**src/acc_pkg.sv**
```systemverilog
// Behaviour
// - with mux enabled and converter off, channel select picks channel 0..7 as negative input
// - mux disabled or converter on: dedicated negative pin drives the negative input
// - comparator output is one while positive input exceeds negative input
// - bandgap select set feeds the internal bandgap to the positive input
// - bandgap select clear applies the positive pin to the positive input
// - readable output passes a synchroniser, appearing one to two cycles late
// - edge mode 00 toggle, 01 reserved, 10 falling, 11 rising
// - flag sets when a synchronised output event matches the selected edge mode
// - flag clears when its vector is taken or software writes one
// - interrupt request only while interrupt enable and global enable are both set
// - disable bit powers the comparator off at any time; zero restores it
// - capture route bit feeds the output to timer capture; else no connection
// - timer capture interrupt needs the timer capture interrupt enable too
// - output pin enable drives the comparator output onto its pin
// - output-route bits 7:1 read zero; bit 0 read/write, resets to zero
// - buffer disable bit turns off the pin buffer and forces pin read to zero
// - channel mux usable only while converter power-off is cleared
package acc_pkg;

	// ************************************************
	// register map (indices; byte address is index times four)
	// ************************************************
	localparam int           ADDR_W         = 8;
	localparam logic [7:0]   ROUTE_IDX      = 8'h2F;
	localparam logic [7:0]   CONV_B_IDX     = 8'h30;
	localparam logic [7:0]   CTRL_IDX       = 8'h31;
	localparam logic [7:0]   BUF_DIS_IDX    = 8'h32;

	// ************************************************
	// field positions
	// ************************************************
	localparam int           ROUTE_OE_BIT   = 0;
	localparam int           MUX_EN_BIT     = 6;
	localparam int           DISABLE_BIT    = 7;
	localparam int           BANDGAP_BIT    = 6;
	localparam int           OUTPUT_BIT     = 5;
	localparam int           FLAG_BIT       = 4;
	localparam int           IRQ_EN_BIT     = 3;
	localparam int           CAPTURE_BIT    = 2;
	localparam int           MODE_HI_BIT    = 1;
	localparam int           MODE_LO_BIT    = 0;
	localparam int           NEG_BUF_BIT    = 1;
	localparam int           POS_BUF_BIT    = 0;

	// ************************************************
	// reset values
	// ************************************************
	localparam logic [7:0]   ROUTE_RST      = 8'h00;
	localparam logic [7:0]   CONV_B_RST     = 8'h00;
	localparam logic [7:0]   CTRL_RST       = 8'h00;
	localparam logic [7:0]   BUF_DIS_RST    = 8'h00;

	// ************************************************
	// edge modes
	// ************************************************
	typedef enum logic [1:0] {
		ACC_EDGE_TOGGLE,
		ACC_EDGE_RESERVED,
		ACC_EDGE_FALL,
		ACC_EDGE_RISE
	} acc_edge_mode_t;

	typedef struct packed {
		logic           disable_cmp;
		logic           bandgap_sel;
		logic           irq_en;
		logic           capture_route;
		acc_edge_mode_t edge_mode;
	} acc_ctrl_t;

	typedef struct packed {
		logic           negative_buffer_disable;
		logic           positive_buffer_disable;
	} acc_buf_dis_t;

endpackage

```
**src/acc_comparator_ctrl.sv**
```systemverilog
// Register access over APB was left to the implementer.
`timescale 1ns/1ps
module acc_comparator_ctrl #(
	parameter int LEVEL_W = 10
) (
	input  wire logic                          ref_clk,
	input  wire logic                          sys_rst,
	input  wire logic                          psel,
	input  wire logic                          penable,
	input  wire logic                          pwrite,
	input  wire logic [acc_pkg::ADDR_W-1:0]    paddr,
	input  wire logic [31:0]                   pwdata,
	output logic      [31:0]                   prdata,
	output logic                               pready,
	output logic                               pslverr,
	input  wire logic [LEVEL_W-1:0]            positive_input_pin,
	input  wire logic [LEVEL_W-1:0]            negative_input_pin,
	input  wire logic [7:0][LEVEL_W-1:0]       analog_channel_pins,
	input  wire logic [LEVEL_W-1:0]            bandgap_level,
	input  wire logic [2:0]                    channel_select,
	input  wire logic                          converter_enable,
	input  wire logic                          converter_power_off,
	input  wire logic                          global_irq_enable,
	input  wire logic                          irq_vector_taken,
	input  wire logic                          capture_irq_enable,
	input  wire logic                          positive_pin_digital,
	input  wire logic                          negative_pin_digital,
	output logic                               compare_irq,
	output logic                               capture_input,
	output logic                               capture_irq_allowed,
	output logic                               output_pin_o,
	output logic                               output_pin_oe,
	output logic                               positive_pin_read,
	output logic                               negative_pin_read,
	output logic                               positive_buffer_on,
	output logic                               negative_buffer_on,
	output logic                               comparator_power_on,
	output logic                               negative_from_channel,
	output logic                               positive_from_bandgap
);

	// ************************************************
	// register state
	// ************************************************
	acc_pkg::acc_ctrl_t    ctrl_q;
	acc_pkg::acc_buf_dis_t buf_dis_q;
	logic                  output_pin_enable_q;
	logic                  negative_mux_enable_q;
	logic                  compare_event_flag_q;
	logic                  compare_event_flag_d;
	logic                  sync1_q;
	logic                  sync2_q;
	logic                  prev_q;
	logic [31:0]           prdata_q;

	logic                  raw_result;
	logic [LEVEL_W-1:0]    pos_level;
	logic [LEVEL_W-1:0]    neg_level;
	logic                  compare_event;
	logic                  rise_evt;
	logic                  fall_evt;
	logic                  wr_access;
	logic                  setup_phase;
	logic                  hit_route;
	logic                  hit_conv_b;
	logic                  hit_ctrl;
	logic                  hit_buf_dis;
	logic                  hit_any;
	logic                  flag_wr_clear;
	logic                  flag_clear;
	logic [7:0]            rd_byte;

	function automatic logic addr_hit(
		input logic [acc_pkg::ADDR_W-1:0] a,
		input logic [7:0]                 idx
	);
		logic [acc_pkg::ADDR_W-1:0] byte_addr;
		byte_addr = {idx[acc_pkg::ADDR_W-3:0], 2'b00};
		return a == byte_addr;
	endfunction

	// ************************************************
	// apb decode
	// ************************************************
	assign setup_phase = psel & ~penable;
	assign wr_access   = psel & penable & pwrite;
	assign hit_route   = addr_hit(paddr, acc_pkg::ROUTE_IDX);
	assign hit_conv_b  = addr_hit(paddr, acc_pkg::CONV_B_IDX);
	assign hit_ctrl    = addr_hit(paddr, acc_pkg::CTRL_IDX);
	assign hit_buf_dis = addr_hit(paddr, acc_pkg::BUF_DIS_IDX);
	assign hit_any     = hit_route | hit_conv_b | hit_ctrl | hit_buf_dis;

	// no wait states: read data is staged during the setup cycle
	assign pready  = 1'b1;
	assign pslverr = psel & penable & ~hit_any;
	assign prdata  = prdata_q;

	always_comb
	begin
		rd_byte = 8'h00;
		if (hit_route)
		begin
			rd_byte[acc_pkg::ROUTE_OE_BIT] = output_pin_enable_q;
		end
		if (hit_conv_b)
		begin
			rd_byte[acc_pkg::MUX_EN_BIT] = negative_mux_enable_q;
		end
		if (hit_ctrl)
		begin
			rd_byte[acc_pkg::DISABLE_BIT] = ctrl_q.disable_cmp;
			rd_byte[acc_pkg::BANDGAP_BIT] = ctrl_q.bandgap_sel;
			rd_byte[acc_pkg::OUTPUT_BIT]  = sync2_q;
			rd_byte[acc_pkg::FLAG_BIT]    = compare_event_flag_q;
			rd_byte[acc_pkg::IRQ_EN_BIT]  = ctrl_q.irq_en;
			rd_byte[acc_pkg::CAPTURE_BIT] = ctrl_q.capture_route;
			rd_byte[acc_pkg::MODE_HI_BIT:acc_pkg::MODE_LO_BIT] = ctrl_q.edge_mode;
		end
		if (hit_buf_dis)
		begin
			rd_byte[acc_pkg::NEG_BUF_BIT] = buf_dis_q.negative_buffer_disable;
			rd_byte[acc_pkg::POS_BUF_BIT] = buf_dis_q.positive_buffer_disable;
		end
	end

	always_ff @(posedge ref_clk or posedge sys_rst)
	begin
		if (sys_rst)
		begin
			prdata_q <= 32'h0000_0000;
		end
		else if (setup_phase & ~pwrite)
		begin
			prdata_q <= {24'h00_0000, rd_byte};
		end
	end

	// ************************************************
	// software registers
	// ************************************************
	always_ff @(posedge ref_clk or posedge sys_rst)
	begin
		if (sys_rst)
		begin
			output_pin_enable_q <= acc_pkg::ROUTE_RST[acc_pkg::ROUTE_OE_BIT];
		end
		else if (wr_access & hit_route)
		begin
			output_pin_enable_q <= pwdata[acc_pkg::ROUTE_OE_BIT];
		end
	end

	always_ff @(posedge ref_clk or posedge sys_rst)
	begin
		if (sys_rst)
		begin
			negative_mux_enable_q <= acc_pkg::CONV_B_RST[acc_pkg::MUX_EN_BIT];
		end
		else if (wr_access & hit_conv_b)
		begin
			negative_mux_enable_q <= pwdata[acc_pkg::MUX_EN_BIT];
		end
	end

	// edge mode and disable changes can glitch the flag; software masks first
	always_ff @(posedge ref_clk or posedge sys_rst)
	begin
		if (sys_rst)
		begin
			ctrl_q <= acc_pkg::acc_ctrl_t'({acc_pkg::CTRL_RST[7:6], acc_pkg::CTRL_RST[3:0]});
		end
		else if (wr_access & hit_ctrl)
		begin
			ctrl_q.disable_cmp   <= pwdata[acc_pkg::DISABLE_BIT];
			ctrl_q.bandgap_sel   <= pwdata[acc_pkg::BANDGAP_BIT];
			ctrl_q.irq_en        <= pwdata[acc_pkg::IRQ_EN_BIT];
			ctrl_q.capture_route <= pwdata[acc_pkg::CAPTURE_BIT];
			ctrl_q.edge_mode     <= acc_pkg::acc_edge_mode_t'(
				pwdata[acc_pkg::MODE_HI_BIT:acc_pkg::MODE_LO_BIT]);
		end
	end

	always_ff @(posedge ref_clk or posedge sys_rst)
	begin
		if (sys_rst)
		begin
			buf_dis_q <= acc_pkg::acc_buf_dis_t'(acc_pkg::BUF_DIS_RST[1:0]);
		end
		else if (wr_access & hit_buf_dis)
		begin
			buf_dis_q.negative_buffer_disable <= pwdata[acc_pkg::NEG_BUF_BIT];
			buf_dis_q.positive_buffer_disable <= pwdata[acc_pkg::POS_BUF_BIT];
		end
	end

	// ************************************************
	// input selection and comparison
	// ************************************************
	// channel mux belongs to the converter; unusable while it is powered down
	assign negative_from_channel = negative_mux_enable_q & ~converter_enable
		& ~converter_power_off;
	assign neg_level = negative_from_channel ? analog_channel_pins[channel_select]
		: negative_input_pin;
	assign positive_from_bandgap = ctrl_q.bandgap_sel;
	assign pos_level = ctrl_q.bandgap_sel ? bandgap_level : positive_input_pin;
	assign comparator_power_on = ~ctrl_q.disable_cmp;
	// a powered-off comparator rests low
	assign raw_result = comparator_power_on & (pos_level > neg_level);

	// ************************************************
	// synchroniser and edge detect
	// ************************************************
	always_ff @(posedge ref_clk or posedge sys_rst)
	begin
		if (sys_rst)
		begin
			sync1_q <= 1'b0;
			sync2_q <= 1'b0;
		end
		else
		begin
			sync1_q <= raw_result;
			sync2_q <= sync1_q;
		end
	end

	always_ff @(posedge ref_clk or posedge sys_rst)
	begin
		if (sys_rst)
		begin
			prev_q <= 1'b0;
		end
		else
		begin
			prev_q <= sync2_q;
		end
	end

	assign rise_evt = sync2_q & ~prev_q;
	assign fall_evt = ~sync2_q & prev_q;

	always_comb
	begin
		unique case (ctrl_q.edge_mode)
			acc_pkg::ACC_EDGE_TOGGLE:   compare_event = rise_evt | fall_evt;
			acc_pkg::ACC_EDGE_RESERVED: compare_event = 1'b0;
			acc_pkg::ACC_EDGE_FALL:     compare_event = fall_evt;
			acc_pkg::ACC_EDGE_RISE:     compare_event = rise_evt;
		endcase
	end

	// ************************************************
	// event flag and interrupt
	// ************************************************
	assign flag_wr_clear = wr_access & hit_ctrl & pwdata[acc_pkg::FLAG_BIT];
	assign flag_clear    = flag_wr_clear | irq_vector_taken;
	// a new event beats a clear in the same cycle
	assign compare_event_flag_d = compare_event | (compare_event_flag_q & ~flag_clear);

	always_ff @(posedge ref_clk or posedge sys_rst)
	begin
		if (sys_rst)
		begin
			compare_event_flag_q <= acc_pkg::CTRL_RST[acc_pkg::FLAG_BIT];
		end
		else
		begin
			compare_event_flag_q <= compare_event_flag_d;
		end
	end

	assign compare_irq = compare_event_flag_q & ctrl_q.irq_en & global_irq_enable;

	// ************************************************
	// output routing and pin buffers
	// ************************************************
	assign capture_input       = ctrl_q.capture_route & sync2_q;
	assign capture_irq_allowed = ctrl_q.capture_route & capture_irq_enable;
	assign output_pin_o        = output_pin_enable_q & sync2_q;
	assign output_pin_oe       = output_pin_enable_q;
	assign positive_buffer_on  = ~buf_dis_q.positive_buffer_disable;
	assign negative_buffer_on  = ~buf_dis_q.negative_buffer_disable;
	assign positive_pin_read   = positive_pin_digital & ~buf_dis_q.positive_buffer_disable;
	assign negative_pin_read   = negative_pin_digital & ~buf_dis_q.negative_buffer_disable;
endmodule

```
**config.mk**
```make
export PLATFORM = sky130hd
export DESIGN_NAME = acc_comparator_ctrl
export DESIGN_NICKNAME = d
export VERILOG_FILES = /design/src/acc_pkg.sv /design/src/acc_comparator_ctrl.sv
export SDC_FILE = /design/constraint.sdc
export NUM_CORES = 1
export LEC_CHECK = 0
export ABC_AREA = 1
export BUFFER_PORTS_ARGS = -buffer_cell sky130_fd_sc_hd__buf_2
export CORE_ASPECT_RATIO = 1.25
export CORE_MARGIN = 5
export CORE_UTILIZATION = 37
export DETAILED_ROUTE_END_ITERATION = 12
export PLACE_DENSITY = 0.78
export SYNTH_ARGS = -nofsm -noshare
export SYNTH_HDL_FRONTEND = slang
export SYNTH_SLANG_ARGS = --single-unit
```
**constraint.sdc**
```tcl
create_clock -name ref_clk -period 1.8 [get_ports ref_clk]
set_input_delay 0.27 -clock ref_clk [delete_from_list [all_inputs] [get_ports ref_clk]]
set_output_delay 0.27 -clock ref_clk [all_outputs]
set_load 0.01 [all_outputs]
```
======== Word level (Yosys, flattened, before mapping) ========
Cells that the tools add are included.
word-level totals
  register bits after elaboration ......... 22
  input bits .............................. 165
  output and inout bits ................... 46
  word-level logic and storage cells ...... 73
operators by class
  order comparisons ....................... 2
  equality and inequality tests ........... 7
  muxes and demuxes ....................... 9
  bitwise logic cells ..................... 40
  reduce and logical (&&, ||, !) cells .... 1
operator list
  kind                                                         count
  == test 8 bit (second input constant)                        4
  binary-select mux 10 bit (select 3 bit)                      1
  2-to-1 mux 10 bit                                            3
  bitwise AND 1 bit                                            23
  NOT 1 bit                                                    11
  greater-than comparator 10 bit                               1
  2-to-1 mux 8 bit                                             1
  bitwise OR 1 bit                                             6
  == test 2 bit (second input constant)                        2
  less-than comparator 3 x 4 -> 1 bit (second input constant)  1
  case mux 1 bit (4 select lines)                              1
  == test 2 x 1 -> 1 bit (second input constant)               1
  logical NOT 2 bit                                            1
  2-to-1 mux 1 bit                                             2
  2-to-1 mux 2 bit                                             1

======== Longest topological paths before layout ========
Gate-level depths: netlist of run 1.
  word-level depth ........................ 8
  depth in mapped cells ................... 19

======== Worst setup path before layout of run 1 ========
No wires, ideal clock.
  path kind ............................... register to register
  start ................................... register ctrl_q (netlist bit positive_from_bandgap)
  end ..................................... register sync1_q
  arrival ................................. 1740 ps
  data required time ...................... 1687 ps
  slack ................................... -53 ps
  cell stages (with the launch flop) ...... 11
  clock period less this slack ............ 1853 ps
  cells stage by stage .................... dfrtp_1 -> buf_2 -> mux2_2 -> ha_1 -> nand2_1 -> nor2_1 -> nand4_1 -> nand2_1 -> inv_1 -> nand2_1 -> inv_1
between the ends
  cells in the longest elaborated chain, start to end .. 3
ends and longest elaborated chain
  element                         line                        RTL
  start, declared                 acc_comparator_ctrl.sv:45   acc_pkg::acc_ctrl_t ctrl_q;
  start signal, assigned          acc_comparator_ctrl.sv:170  ctrl_q <= acc_pkg::acc_ctrl_t'({acc_pkg::CTRL_RST[7:6], acc_pkg::CTRL_RST[3:0]});
  2-to-1 mux 10 bit               acc_comparator_ctrl.sv:205  assign pos_level = ctrl_q.bandgap_sel ? bandgap_level : positive_input_pin;
  greater-than comparator 10 bit  acc_comparator_ctrl.sv:208  assign raw_result = comparator_power_on & (pos_level > neg_level);
  bitwise AND 1 bit               acc_comparator_ctrl.sv:208
  via raw_result                  acc_comparator_ctrl.sv:56   logic raw_result;
  end signal, assigned            acc_comparator_ctrl.sv:222  sync1_q <= raw_result;
  end, declared                   acc_comparator_ctrl.sv:51   logic sync1_q;
The timed path passes the listed nets, and every way through them passes these cells.
A chain may end at the register's enable or synchronous reset.

======== Worst setup path in the final report of run 1 ========
  start ................................... register negative_mux_enable_q
  end ..................................... register sync1_q
between the ends
  cells in the longest elaborated chain, start to end .. 5
ends and longest elaborated chain
  element                         line                        RTL
  start, declared                 acc_comparator_ctrl.sv:48   logic negative_mux_enable_q;
  start signal, assigned          acc_comparator_ctrl.sv:157  negative_mux_enable_q <= acc_pkg::CONV_B_RST[acc_pkg::MUX_EN_BIT];
  start signal, assigned          acc_comparator_ctrl.sv:161  negative_mux_enable_q <= pwdata[acc_pkg::MUX_EN_BIT];
  bitwise AND 1 bit               acc_comparator_ctrl.sv:200  assign negative_from_channel = negative_mux_enable_q & ~converter_enable
  bitwise AND 1 bit               acc_comparator_ctrl.sv:201  & ~converter_power_off;
  2-to-1 mux 10 bit               acc_comparator_ctrl.sv:202  assign neg_level = negative_from_channel ? analog_channel_pins[channel_select]
  greater-than comparator 10 bit  acc_comparator_ctrl.sv:208
  bitwise AND 1 bit               acc_comparator_ctrl.sv:208
  via raw_result                  acc_comparator_ctrl.sv:56
The timed path passes the listed nets, and every way through them passes these cells.

==> qor.yml, run 1 <==
drt:
  wl_per_cell_um: 11.6
  routed_wl_um: 8610
  drt_iter0_markers: 72
  dr.pass1.iters: 4
  viasPerCell: 4.49
  num_vias: 3324
  ant_nets: 0
  drcViolationCount: 0
job:
  cap_violations: 0
clock_tree:
  cts-root-buf: "clkbuf_8"
  cts.hold.buffers_added: 0
  cts.clk_slew.worst_paths_ns: 0.07
  clk_latency_ns: 0.26
  h-tree-depth: 1
  clock_sinks: 22
  cts_max_path_buffers: 2
  numCtsBuffers: 3
  cts_tree: "built"
setup_path:
  rr_worst_depth: 14
  end_kind: "flop"
  cp-start-kind: "flop"
  required_ns: 1.95
  cp_max_fo: 10
  path_class: "flop to flop"
  cp.arrival_ns: 2.01
power:
  power_density_nw_per_um2: 372
  ir_drop_mv: 0.232
  power.leakage_nw: 2.49
grt:
  grt_antenna_before_repair: 0
  grt_pass1_vias: 3248
  track_usage: 0.176
  grt-ovfl-total: 0
  grt_max_degree: 28
  grt_pass1_wl_um: 13700
outcome:
  violations: "negative setup slack"
  outcome: "finished with violations"
finish:
  final_common_cell: "nand2_1"
  fin_nets: 828
  layout-drive-gt1-share: 0.322
  syn_to_final_growth_pct: 35.6
  n_antenna_cell: 0
  final_area_um2: 3780
  final_util: 0.513
  final_cell_mix: "nand2_1 (171), buf_2 (160), inv_1 (98)"
placed_design:
  pre_cts_ws_ns: -0.229
  portBuffers: 160
  dpl-instance-area_um2: 3680
  place.gp.congestion: 0.848
  dp_hpwl_um: 7470
logic_synthesis:
  ys_ff_latch: 22
  synth_warnings: 0
  synth_edf_count: 0
  synth_ff_type: "dfrtp_1"
  synth-async-reset-ratio: 1.00
  postSynthCellCount: 486
  synth_cell_types: 29
  syn_area_per_cell_um2: 5.73
  seq_area_frac_synth: 0.198
  syn_area_um2: 2790
sta:
  setup_viol: 1
  hold_viol: 0
  fmax_mhz: 538
  period_minus_slack_ns: 1.86
  finalCritPeriodShare: 1.03
  rsz0062_at_grt: "true"
  slew_violations: 0
  setup_slack_ns: -0.0589
  fin_skew_ns: 0.00342
floorplanning:
  fp-row-count: 35
  dieHeight_um: 107
  coreArea_um2: 7360
  ioPinCount: 211
  dieArea_um2: 9380
  initial_core_util: 0.379
  die_w_um: 87.6
worst_hold_path:
  min_path_type: "input port to async pin"
## per-layer routing
| metal | global-route usage | share of wire | wire length, um | vias to the layer above |
|---|---|---|---|---|
| met5 | 0 | 0 | 0 | - |
| met1 | 0.221 | 0.40 | 3450 | 1426 |
| met3 | 0.0323 | 0.096 | 823 | 10 |
| li1 | - | - | - | 1741 |
| met2 | 0.309 | 0.50 | 4270 | 147 |
| met4 | 0.0373 | 0.0085 | 73 | 0 |
## timing repair
action                     in CTS  in global routing
resized for setup               3                  7
setup buffers                   0                  0
setup endpoints to repair       1                  1
## stage by stage
| step | hold WS (ns) | power [mW] | setup TNS (ns) | std cells |
|---|---|---|---|---|
| after CTS | 0.0436 | 1.40 | -0.0759 | 741 |
| after global routing | 0.0635 | 1.52 | -0.221 | 741 |
| after detailed placement | 0.319 | 1.11 | -0.229 | 738 |
| after floorplan | 0.259 | 0.886 | 0 | 509 |
| after global placement | 0.313 | 1.10 | -0.212 | 738 |
| final | 0.0367 | 1.40 | -0.0589 | 741 |
## cell usage after synthesis (2+ instances only)
| master | instances | area share |
|---|---|---|
| ha_1 | 12 | 0.054 |
| dfrtp_1 | 22 | 0.20 |
| o31ai_1 | 5 | 0.013 |
| inv_2 | 2 | 0.0027 |
| nand2_2 | 3 | 0.0067 |
| clkinv_1 | 2 | 0.0027 |
| o21ai_0 | 13 | 0.023 |
| buf_4 | 28 | 0.075 |
| mux2_2 | 9 | 0.036 |
| a21oi_1 | 3 | 0.0054 |
| nor2_1 | 22 | 0.030 |
| nand3_1 | 68 | 0.12 |
| nand2_1 | 171 | 0.23 |
| buf_2 | 12 | 0.022 |
| conb_1 | 2 | 0.0027 |
| inv_1 | 99 | 0.13 |
## critical path, stage by stage, from the launching register on
cell,delay (ns)
dfrtp_1,0.36
inv_2,0.06
nor3_4,0.16
buf_6,0.18
nand3_1,0.10
nand2_1,0.06
inv_1,0.06
ha_4,0.26
nand2_1,0.08
nor2_2,0.16
nand4_1,0.09
nand2_1,0.07
inv_1,0.03
nand2_1,0.04
inv_1,0.03
## state kept, by name (all words and copies together) (netlist names)
register	flops
output_pin_oe	1
sync1_q	1
compare_event_flag_q	1
buf_dis_q	2
prev_q	1
sync2_q	1
negative_mux_enable_q	1
positive_from_bandgap	1
prdata	8
ctrl_q	5
## worst paths after layout
kind                                                   start                         to  slack (ns)
hold reg to reg                            sync1_q$_DFF_PP0_          sync2_q$_DFF_PP0_        0.35
max in group asynchronous                            sys_rst      ctrl_q[2]$_DFFE_PP0P_        1.53
setup reg to reg           negative_mux_enable_q$_DFFE_PP0P_          sync1_q$_DFF_PP0_       -0.06
hold / removal                                       sys_rst  output_pin_oe$_DFFE_PP0P_        0.04
setup / recovery           negative_mux_enable_q$_DFFE_PP0P_          sync1_q$_DFF_PP0_       -0.06
min in group ref_clk                               pwdata[0]   buf_dis_q[0]$_DFFE_PP0P_        0.23
## cells by family (layout without fill, tap and decap cells)
kind of cell / count (synthesis) / count (layout) / share of synthesized area
buf+inv: 145 / 285 / 0.241
simple gates: 271 / 271 / 0.414
fa+ha+maj: 12 / 12 / 0.0539
other cells: 2 / 25 / 0.00270
mux: 10 / 10 / 0.0400
flops: 22 / 22 / 0.198
compound gates: 24 / 24 / 0.0507
## report_power, final
part / total, mW / internal [mW] / switching (mW)
clock: 0.291 / 0.149 / 0.142
combinational: 0.605 / 0.279 / 0.326
sequential: 0.508 / 0.503 / 0.00523
## layout make-up
| type | instances | area [um^2] |
|---|---|---|
| Clock buffer | 3 | 41.3 |
| Fill cell | 787 | 3580 |
| Inverter | 103 | 387 |
| Multi-Input combinational cell | 342 | 1700 |
| Sequential cell | 22 | 551 |
| Tap cell | 92 | 115 |
| Timing Repair Buffer | 179 | 985 |
No activity file was read; power rests on OpenSTA's default activity.
==> run 2, diff against run 1 <==
--- a/config.mk
+++ b/config.mk
@@ -9,9 +9,10 @@
 export BUFFER_PORTS_ARGS = -buffer_cell sky130_fd_sc_hd__buf_2
 export CORE_ASPECT_RATIO = 1.25
 export CORE_MARGIN = 5
-export CORE_UTILIZATION = 37
+export CORE_UTILIZATION = 38
+export CTS_BUF_LIST = sky130_fd_sc_hd__clkbuf_2 sky130_fd_sc_hd__clkbuf_4 sky130_fd_sc_hd__clkbuf_8
 export DETAILED_ROUTE_END_ITERATION = 12
-export PLACE_DENSITY = 0.78
+export PLACE_DENSITY = 0.8
 export SYNTH_ARGS = -nofsm -noshare
 export SYNTH_HDL_FRONTEND = slang
 export SYNTH_SLANG_ARGS = --single-unit
==> qor.yml, run 2 (synthesized netlist as in run 1, its figures left out) <==
setup_path:
  cp.depth: 14  # unchanged
  cp_common_cell: "nand2_1"  # unchanged
  critPathMaxStageDelay_ns: 0.37  # was 0.36 ns
  crit_slowest_cell: "dfrtp_1"  # unchanged
  rr_worst_depth: 14  # unchanged
  cp_max_fo: 5  # was 10
  cp.arrival_ns: 2.11  # was 2.01 ns
  path_buf_inv: 6  # was 5
  cp_cell_sequence: "inv_2 > nor3_4 > buf_6 > clkinv_4 > buf_4 > nand2_1 > nand2_1 > inv_2 > ha_4 > a21o_1 > nor2_1 > nand3_1 > nand2_1 > inv_1"  # was inv_2 > nor3_4 > buf_6 > nand3_1 > nand2_1 > inv_1 > ha_4 > nand2_1 > nor2_2 > nand4_1 > nand2_1 > inv_1 > nand2_1 > inv_1
  startpoint: "negative_mux_enable_q$_DFFE_PP0P_"  # unchanged
  endpoint: "sync1_q$_DFF_PP0_"  # unchanged
  timing.rr.start: "negative_mux_enable_q$_DFFE_PP0P_"  # unchanged
  path_class: "flop to flop"  # unchanged
  path_delay_family: "simple AND/OR/NAND/NOR gates"  # unchanged
  r2r_end: "sync1_q$_DFF_PP0_"  # unchanged
  end_kind: "flop"  # unchanged
  r2r_slack_ns: -0.14  # was -0.06 ns
  cp-start-kind: "flop"  # unchanged
  required_ns: 1.96  # was 1.95 ns
finish:
  final_util: 0.543  # was 0.513
  fillers: 749  # was 787
  multiInputGateArea_um2: 1770  # was 1700 um^2
  largest_register_ff_count: 8  # unchanged
  regArea_um2: 551  # unchanged
  final_cell_mix: "nand2_1 (167), buf_2 (160), inv_1 (93)"  # was nand2_1 (171), buf_2 (160), inv_1 (98)
  fin_nets: 832  # was 828
  syn_to_final_growth_pct: 41.7  # was 35.6%
  n_antenna_cell: 0  # unchanged
  final_common_cell: "nand2_1"  # unchanged
  layout-drive-gt1-share: 0.347  # was 0.322
  final_area_um2: 3950  # was 3780 um^2
sta:
  hold_viol: 0  # unchanged
  slew_violations: 0  # unchanged
  period_minus_slack_ns: 1.94  # was 1.86 ns
  finalCritPeriodShare: 1.08  # was 1.03
  fin_skew_ns: 0.000992  # was 0.00342 ns
  setup_slack_ns: -0.142  # was -0.0589 ns
  rsz0062_at_grt: "true"  # unchanged
  setup_viol: 1  # unchanged
  fmax_mhz: 515  # was 538 MHz
  whs_ns: 0.0329  # was 0.0367 ns
clock_tree:
  h-tree-depth: 1  # unchanged
  cts_max_path_buffers: 2  # unchanged
  cts_tree: "built"  # unchanged
  clk_latency_ns: 0.26  # about the same
  numCtsBuffers: 3  # unchanged
  clock_sinks: 22  # unchanged
  cts-root-buf: "clkbuf_8"  # unchanged
  cts.clk_slew.worst_paths_ns: 0.08  # was 0.07 ns
drt:
  drcViolationCount: 0  # unchanged
  wl_per_cell_um: 11.4  # was 11.6 um
  ant_nets: 0  # unchanged
  drt_iter0_markers: 72  # unchanged
  routed_wl_um: 8520  # was 8610 um
  num_vias: 3351  # was 3324
  dr.pass1.iters: 4  # unchanged
  viasPerCell: 4.49  # about the same
job:
  cap_violations: 0  # unchanged
grt:
  track_usage: 0.175  # was 0.176
  grt_pass1_wl_um: 13600  # was 13700 um
  grt_max_degree: 32  # was 28
  grt_pass1_vias: 3234  # was 3248
  grt-ovfl-total: 0  # unchanged
  grt_antenna_before_repair: 0  # unchanged
power:
  power.leakage_nw: 2.54  # was 2.49 nW
  ir_drop_mv: 0.452  # was 0.232 mV
  total_power_mw: 1.62  # was 1.40 mW
  power_density_nw_per_um2: 410  # was 372 nW/um^2
floorplanning:
  initial_core_util: 0.383  # was 0.379
  coreArea_um2: 7270  # was 7360 um^2
  ioPinCount: 211  # unchanged
  fp-row-count: 35  # unchanged
  dieArea_um2: 9160  # was 9380 um^2
  dieHeight_um: 106  # was 107 um
  die_w_um: 86.6  # was 87.6 um
placed_design:
  pre_cts_ws_ns: -0.213  # was -0.229 ns
  dp_hpwl_um: 7180  # was 7470 um
  place.gp.congestion: 0.857  # was 0.848
  portBuffers: 160  # unchanged
  dpl-instance-area_um2: 3700  # was 3680 um^2
worst_hold_path:
  min_path_type: "input port to async pin"  # unchanged
outcome:
  outcome: "finished with violations"  # unchanged
  violations: "negative setup slack"  # unchanged
[run 2: repair_timing]
item,4_1_cts,5_1_grt
gates resized for setup,7,25
setup buffers,3,1
cloned,0,1
pin swaps,0,11
hold buffers,0,0
endpoints found under the setup margin,1,1
[run 2: through the flow]
step / cells / TNS (ns)
2_1_floorplan: 509 / 0
3_3_place_gp: 737 / -0.194
3_5_place_dp: 737 / -0.213
4_1_cts: 744 / -0.111
5_1_grt: 746 / -0.351
6_report: 746 / -0.142
[run 2: tightest hold or removal path, cell delays in order]
cell,delay [ns]
buf_2,0.09
inv_1,0.05
buf_4,0.28
[run 2: power by group]
| part | switching [mW] | internal, mW |
|---|---|---|
| combinational | 0.346 | 0.308 |
| sequential | 0.00539 | 0.503 |
| clock | 0.158 | 0.297 |
| total | 0.509 | 1.11 |
[run 2: worst min-delay path by stage]
| stage | start | to | slack (ns) |
|---|---|---|---|
| floorplan | sys_rst | buf_dis_q[0]$_DFFE_PP0P_ | 0.26 |
| global route | sys_rst | prdata[2]$_DFFE_PP0P_ | 0.08 |
| global placement | sys_rst | ctrl_q[2]$_DFFE_PP0P_ | 0.31 |
| finish | sys_rst | ctrl_q[2]$_DFFE_PP0P_ | 0.03 |
| detailed placement | sys_rst | prdata[2]$_DFFE_PP0P_ | 0.33 |
| CTS | sys_rst | prdata[2]$_DFFE_PP0P_ | 0.05 |
[run 2: final cells by class]
class / instances / area share
multi-input combinational: 342 / 0.449
timing repair buffer: 183 / 0.265
sequential: 22 / 0.139
inverter: 103 / 0.0992
tap: 92 / 0.0292
clock buffer: 3 / 0.0105
clock inverter: 1 / 0.00761
[run 2: layer usage]
| metal | share of wire | vias up | global-route usage |
|---|---|---|---|
| li1 | - | 1752 | - |
| met4 | 0.0097 | 0 | 0.0345 |
| met5 | 0 | - | 0 |
| met1 | 0.40 | 1437 | 0.217 |
| met2 | 0.50 | 152 | 0.313 |
| met3 | 0.094 | 10 | 0.0305 |
==> run 3, diff against run 2 <==
--- a/config.mk
+++ b/config.mk
@@ -9,10 +9,10 @@
 export BUFFER_PORTS_ARGS = -buffer_cell sky130_fd_sc_hd__buf_2
 export CORE_ASPECT_RATIO = 1.25
 export CORE_MARGIN = 5
-export CORE_UTILIZATION = 38
+export CORE_UTILIZATION = 35
 export CTS_BUF_LIST = sky130_fd_sc_hd__clkbuf_2 sky130_fd_sc_hd__clkbuf_4 sky130_fd_sc_hd__clkbuf_8
 export DETAILED_ROUTE_END_ITERATION = 12
-export PLACE_DENSITY = 0.8
+export PLACE_DENSITY = 0.74
 export SYNTH_ARGS = -nofsm -noshare
 export SYNTH_HDL_FRONTEND = slang
 export SYNTH_SLANG_ARGS = --single-unit
==> qor.yml, run 3 (synthesized netlist as in run 1, its figures left out) <==
grt:
  grt_max_degree: 41  # was 32
  grt_pass1_vias: 3172  # was 3234
  grt_pass1_wl_um: 13800  # was 13600 um
  grt_antenna_before_repair: 1  # was 0
  grt-ovfl-total: 0  # unchanged
  track_usage: 0.167  # was 0.175
finish:
  n_antenna_cell: 0  # unchanged
  regArea_um2: 551  # unchanged
  final_cell_mix: "nand2_1 (169), buf_2 (160), inv_1 (98)"  # was nand2_1 (167), buf_2 (160), inv_1 (93)
  final_area_um2: 3810  # was 3950 um^2
  layout-drive-gt1-share: 0.326  # was 0.347
  largest_register_ff_count: 8  # unchanged
  final_util: 0.489  # was 0.543
  multiInputGateArea_um2: 1710  # was 1770 um^2
  fin_nets: 829  # was 832
  fillers: 803  # was 749
  syn_to_final_growth_pct: 36.9  # was 41.7%
  layoutNonFillerInstCount: 746  # unchanged
  final_common_cell: "nand2_1"  # unchanged
clock_tree:
  cts.hold.buffers_added: 0  # unchanged
  numCtsBuffers: 3  # unchanged
  cts-root-buf: "clkbuf_8"  # unchanged
  clock_sinks: 22  # unchanged
  clk_latency_ns: 0.26  # about the same
  cts_tree: "built"  # unchanged
  h-tree-depth: 1  # unchanged
  cts.clk_slew.worst_paths_ns: 0.08  # about the same
  cts_max_path_buffers: 2  # unchanged
placed_design:
  pre_cts_ws_ns: -0.212  # was -0.213 ns
  dp_cells: 741  # was 737
  dp_hpwl_um: 7500  # was 7180 um
  portBuffers: 160  # unchanged
  dpl-instance-area_um2: 3690  # was 3700 um^2
  place.gp.congestion: 0.837  # was 0.857
setup_path:
  rr_worst_depth: 14  # unchanged
  r2r_end: "sync1_q$_DFF_PP0_"  # unchanged
  startpoint: "negative_mux_enable_q$_DFFE_PP0P_"  # unchanged
  r2r_slack_ns: -0.03  # was -0.14 ns
  required_ns: 2.01  # was 1.96 ns
  endpoint: "sync1_q$_DFF_PP0_"  # unchanged
  timing.rr.start: "negative_mux_enable_q$_DFFE_PP0P_"  # unchanged
  end_kind: "flop"  # unchanged
  path_class: "flop to flop"  # unchanged
  cp-start-kind: "flop"  # unchanged
  cp_max_fo: 11  # was 5
  cp.arrival_ns: 2.04  # was 2.11 ns
floorplanning:
  dieHeight_um: 110  # was 106 um
  fp-row-count: 36  # was 35
  ioPinCount: 211  # unchanged
  dieArea_um2: 9860  # was 9160 um^2
  coreArea_um2: 7790  # was 7270 um^2
  initial_core_util: 0.358  # was 0.383
  die_w_um: 89.8  # was 86.6 um
sta:
  rsz0062_at_grt: "true"  # unchanged
  finalCritPeriodShare: 1.01  # was 1.08
  fin_skew_ns: 0.00212  # was 0.000992 ns
  period_minus_slack_ns: 1.83  # was 1.94 ns
  fmax_mhz: 548  # was 515 MHz
  setup_slack_ns: -0.0264  # was -0.142 ns
  hold_viol: 0  # unchanged
  slew_violations: 0  # unchanged
  setup_viol: 1  # unchanged
  whs_ns: 0.0209  # was 0.0329 ns
  finalSetupTns_ns: -0.0264  # was -0.142 ns
drt:
  wl_per_cell_um: 11.5  # was 11.4 um
  viasPerCell: 4.36  # was 4.49
  dr.pass1.iters: 4  # unchanged
  num_vias: 3251  # was 3351
  routed_wl_um: 8570  # was 8520 um
  ant_nets: 0  # unchanged
  drcViolationCount: 0  # unchanged
  drt_iter0_markers: 67  # was 72
power:
  power.leakage_nw: 2.50  # was 2.54 nW
  power_density_nw_per_um2: 386  # was 410 nW/um^2
  ir_drop_mv: 0.292  # was 0.452 mV
  total_power_mw: 1.47  # was 1.62 mW
worst_hold_path:
  min_path_type: "input port to async pin"  # unchanged
outcome:
  outcome: "finished with violations"  # unchanged
  violations: "negative setup slack"  # unchanged
job:
  cap_violations: 0  # unchanged
==> run 3: how the worst min path moves through the flow <==
stage	slack, ns	to	cells after the start	start
detailed placement	0.32	ctrl_q[3]$_DFFE_PP0P_	3	sys_rst
global placement	0.31	ctrl_q[3]$_DFFE_PP0P_	3	sys_rst
CTS	0.03	prdata[5]$_DFFE_PP0P_	3	sys_rst
global route	0.06	prdata[1]$_DFFE_PP0P_	3	sys_rst
finish	0.02	ctrl_q[3]$_DFFE_PP0P_	3	sys_rst
floorplan	0.26	buf_dis_q[0]$_DFFE_PP0P_	1	sys_rst
==> run 3: per-layer routing <==
metal  wire length [um]  global-route usage
met5                  7                   0
met2               4070               0.292
met4                149              0.0464
met1               3570               0.199
met3                772              0.0486
==> run 3: timing repair <==
| action | CTS | global route |
|---|---|---|
| resized for setup | 9 | 3 |
| setup buffers | 0 | 1 |
| endpoints found under the setup margin | 1 | 1 |
| pin swaps | 0 | 0 |
==> run 3: power breakdown <==
group / leakage (nW) / internal (mW) / switching [mW]
Combinational: 2.20 / 0.281 / 0.328
Sequential: 0.271 / 0.503 / 0.00570
Clock: 0.0288 / 0.195 / 0.159
Total: 2.50 / 0.979 / 0.492
==> run 3: worst max-delay path: stages, from the launching register on <==
cell and delay, ns:
dfrtp_1 0.36, inv_2 0.06, nor3_4 0.18, buf_6 0.18, buf_4 0.11, nand3_1 0.08, nand2_1 0.06, inv_1 0.04
ha_1 0.29, inv_1 0.04, o21bai_1 0.12, nand3_1 0.08, nand3_1 0.08, nand2_1 0.05, inv_1 0.04
==> run 3: final cells by class <==
| class | count | share of cell area |
|---|---|---|
| repair buffers | 180 | 0.260 |
| well taps | 95 | 0.0312 |
| inverters | 103 | 0.102 |
| clock buffers | 4 | 0.0144 |
| flip-flops and latches | 22 | 0.144 |
| multi-input cells | 342 | 0.448 |
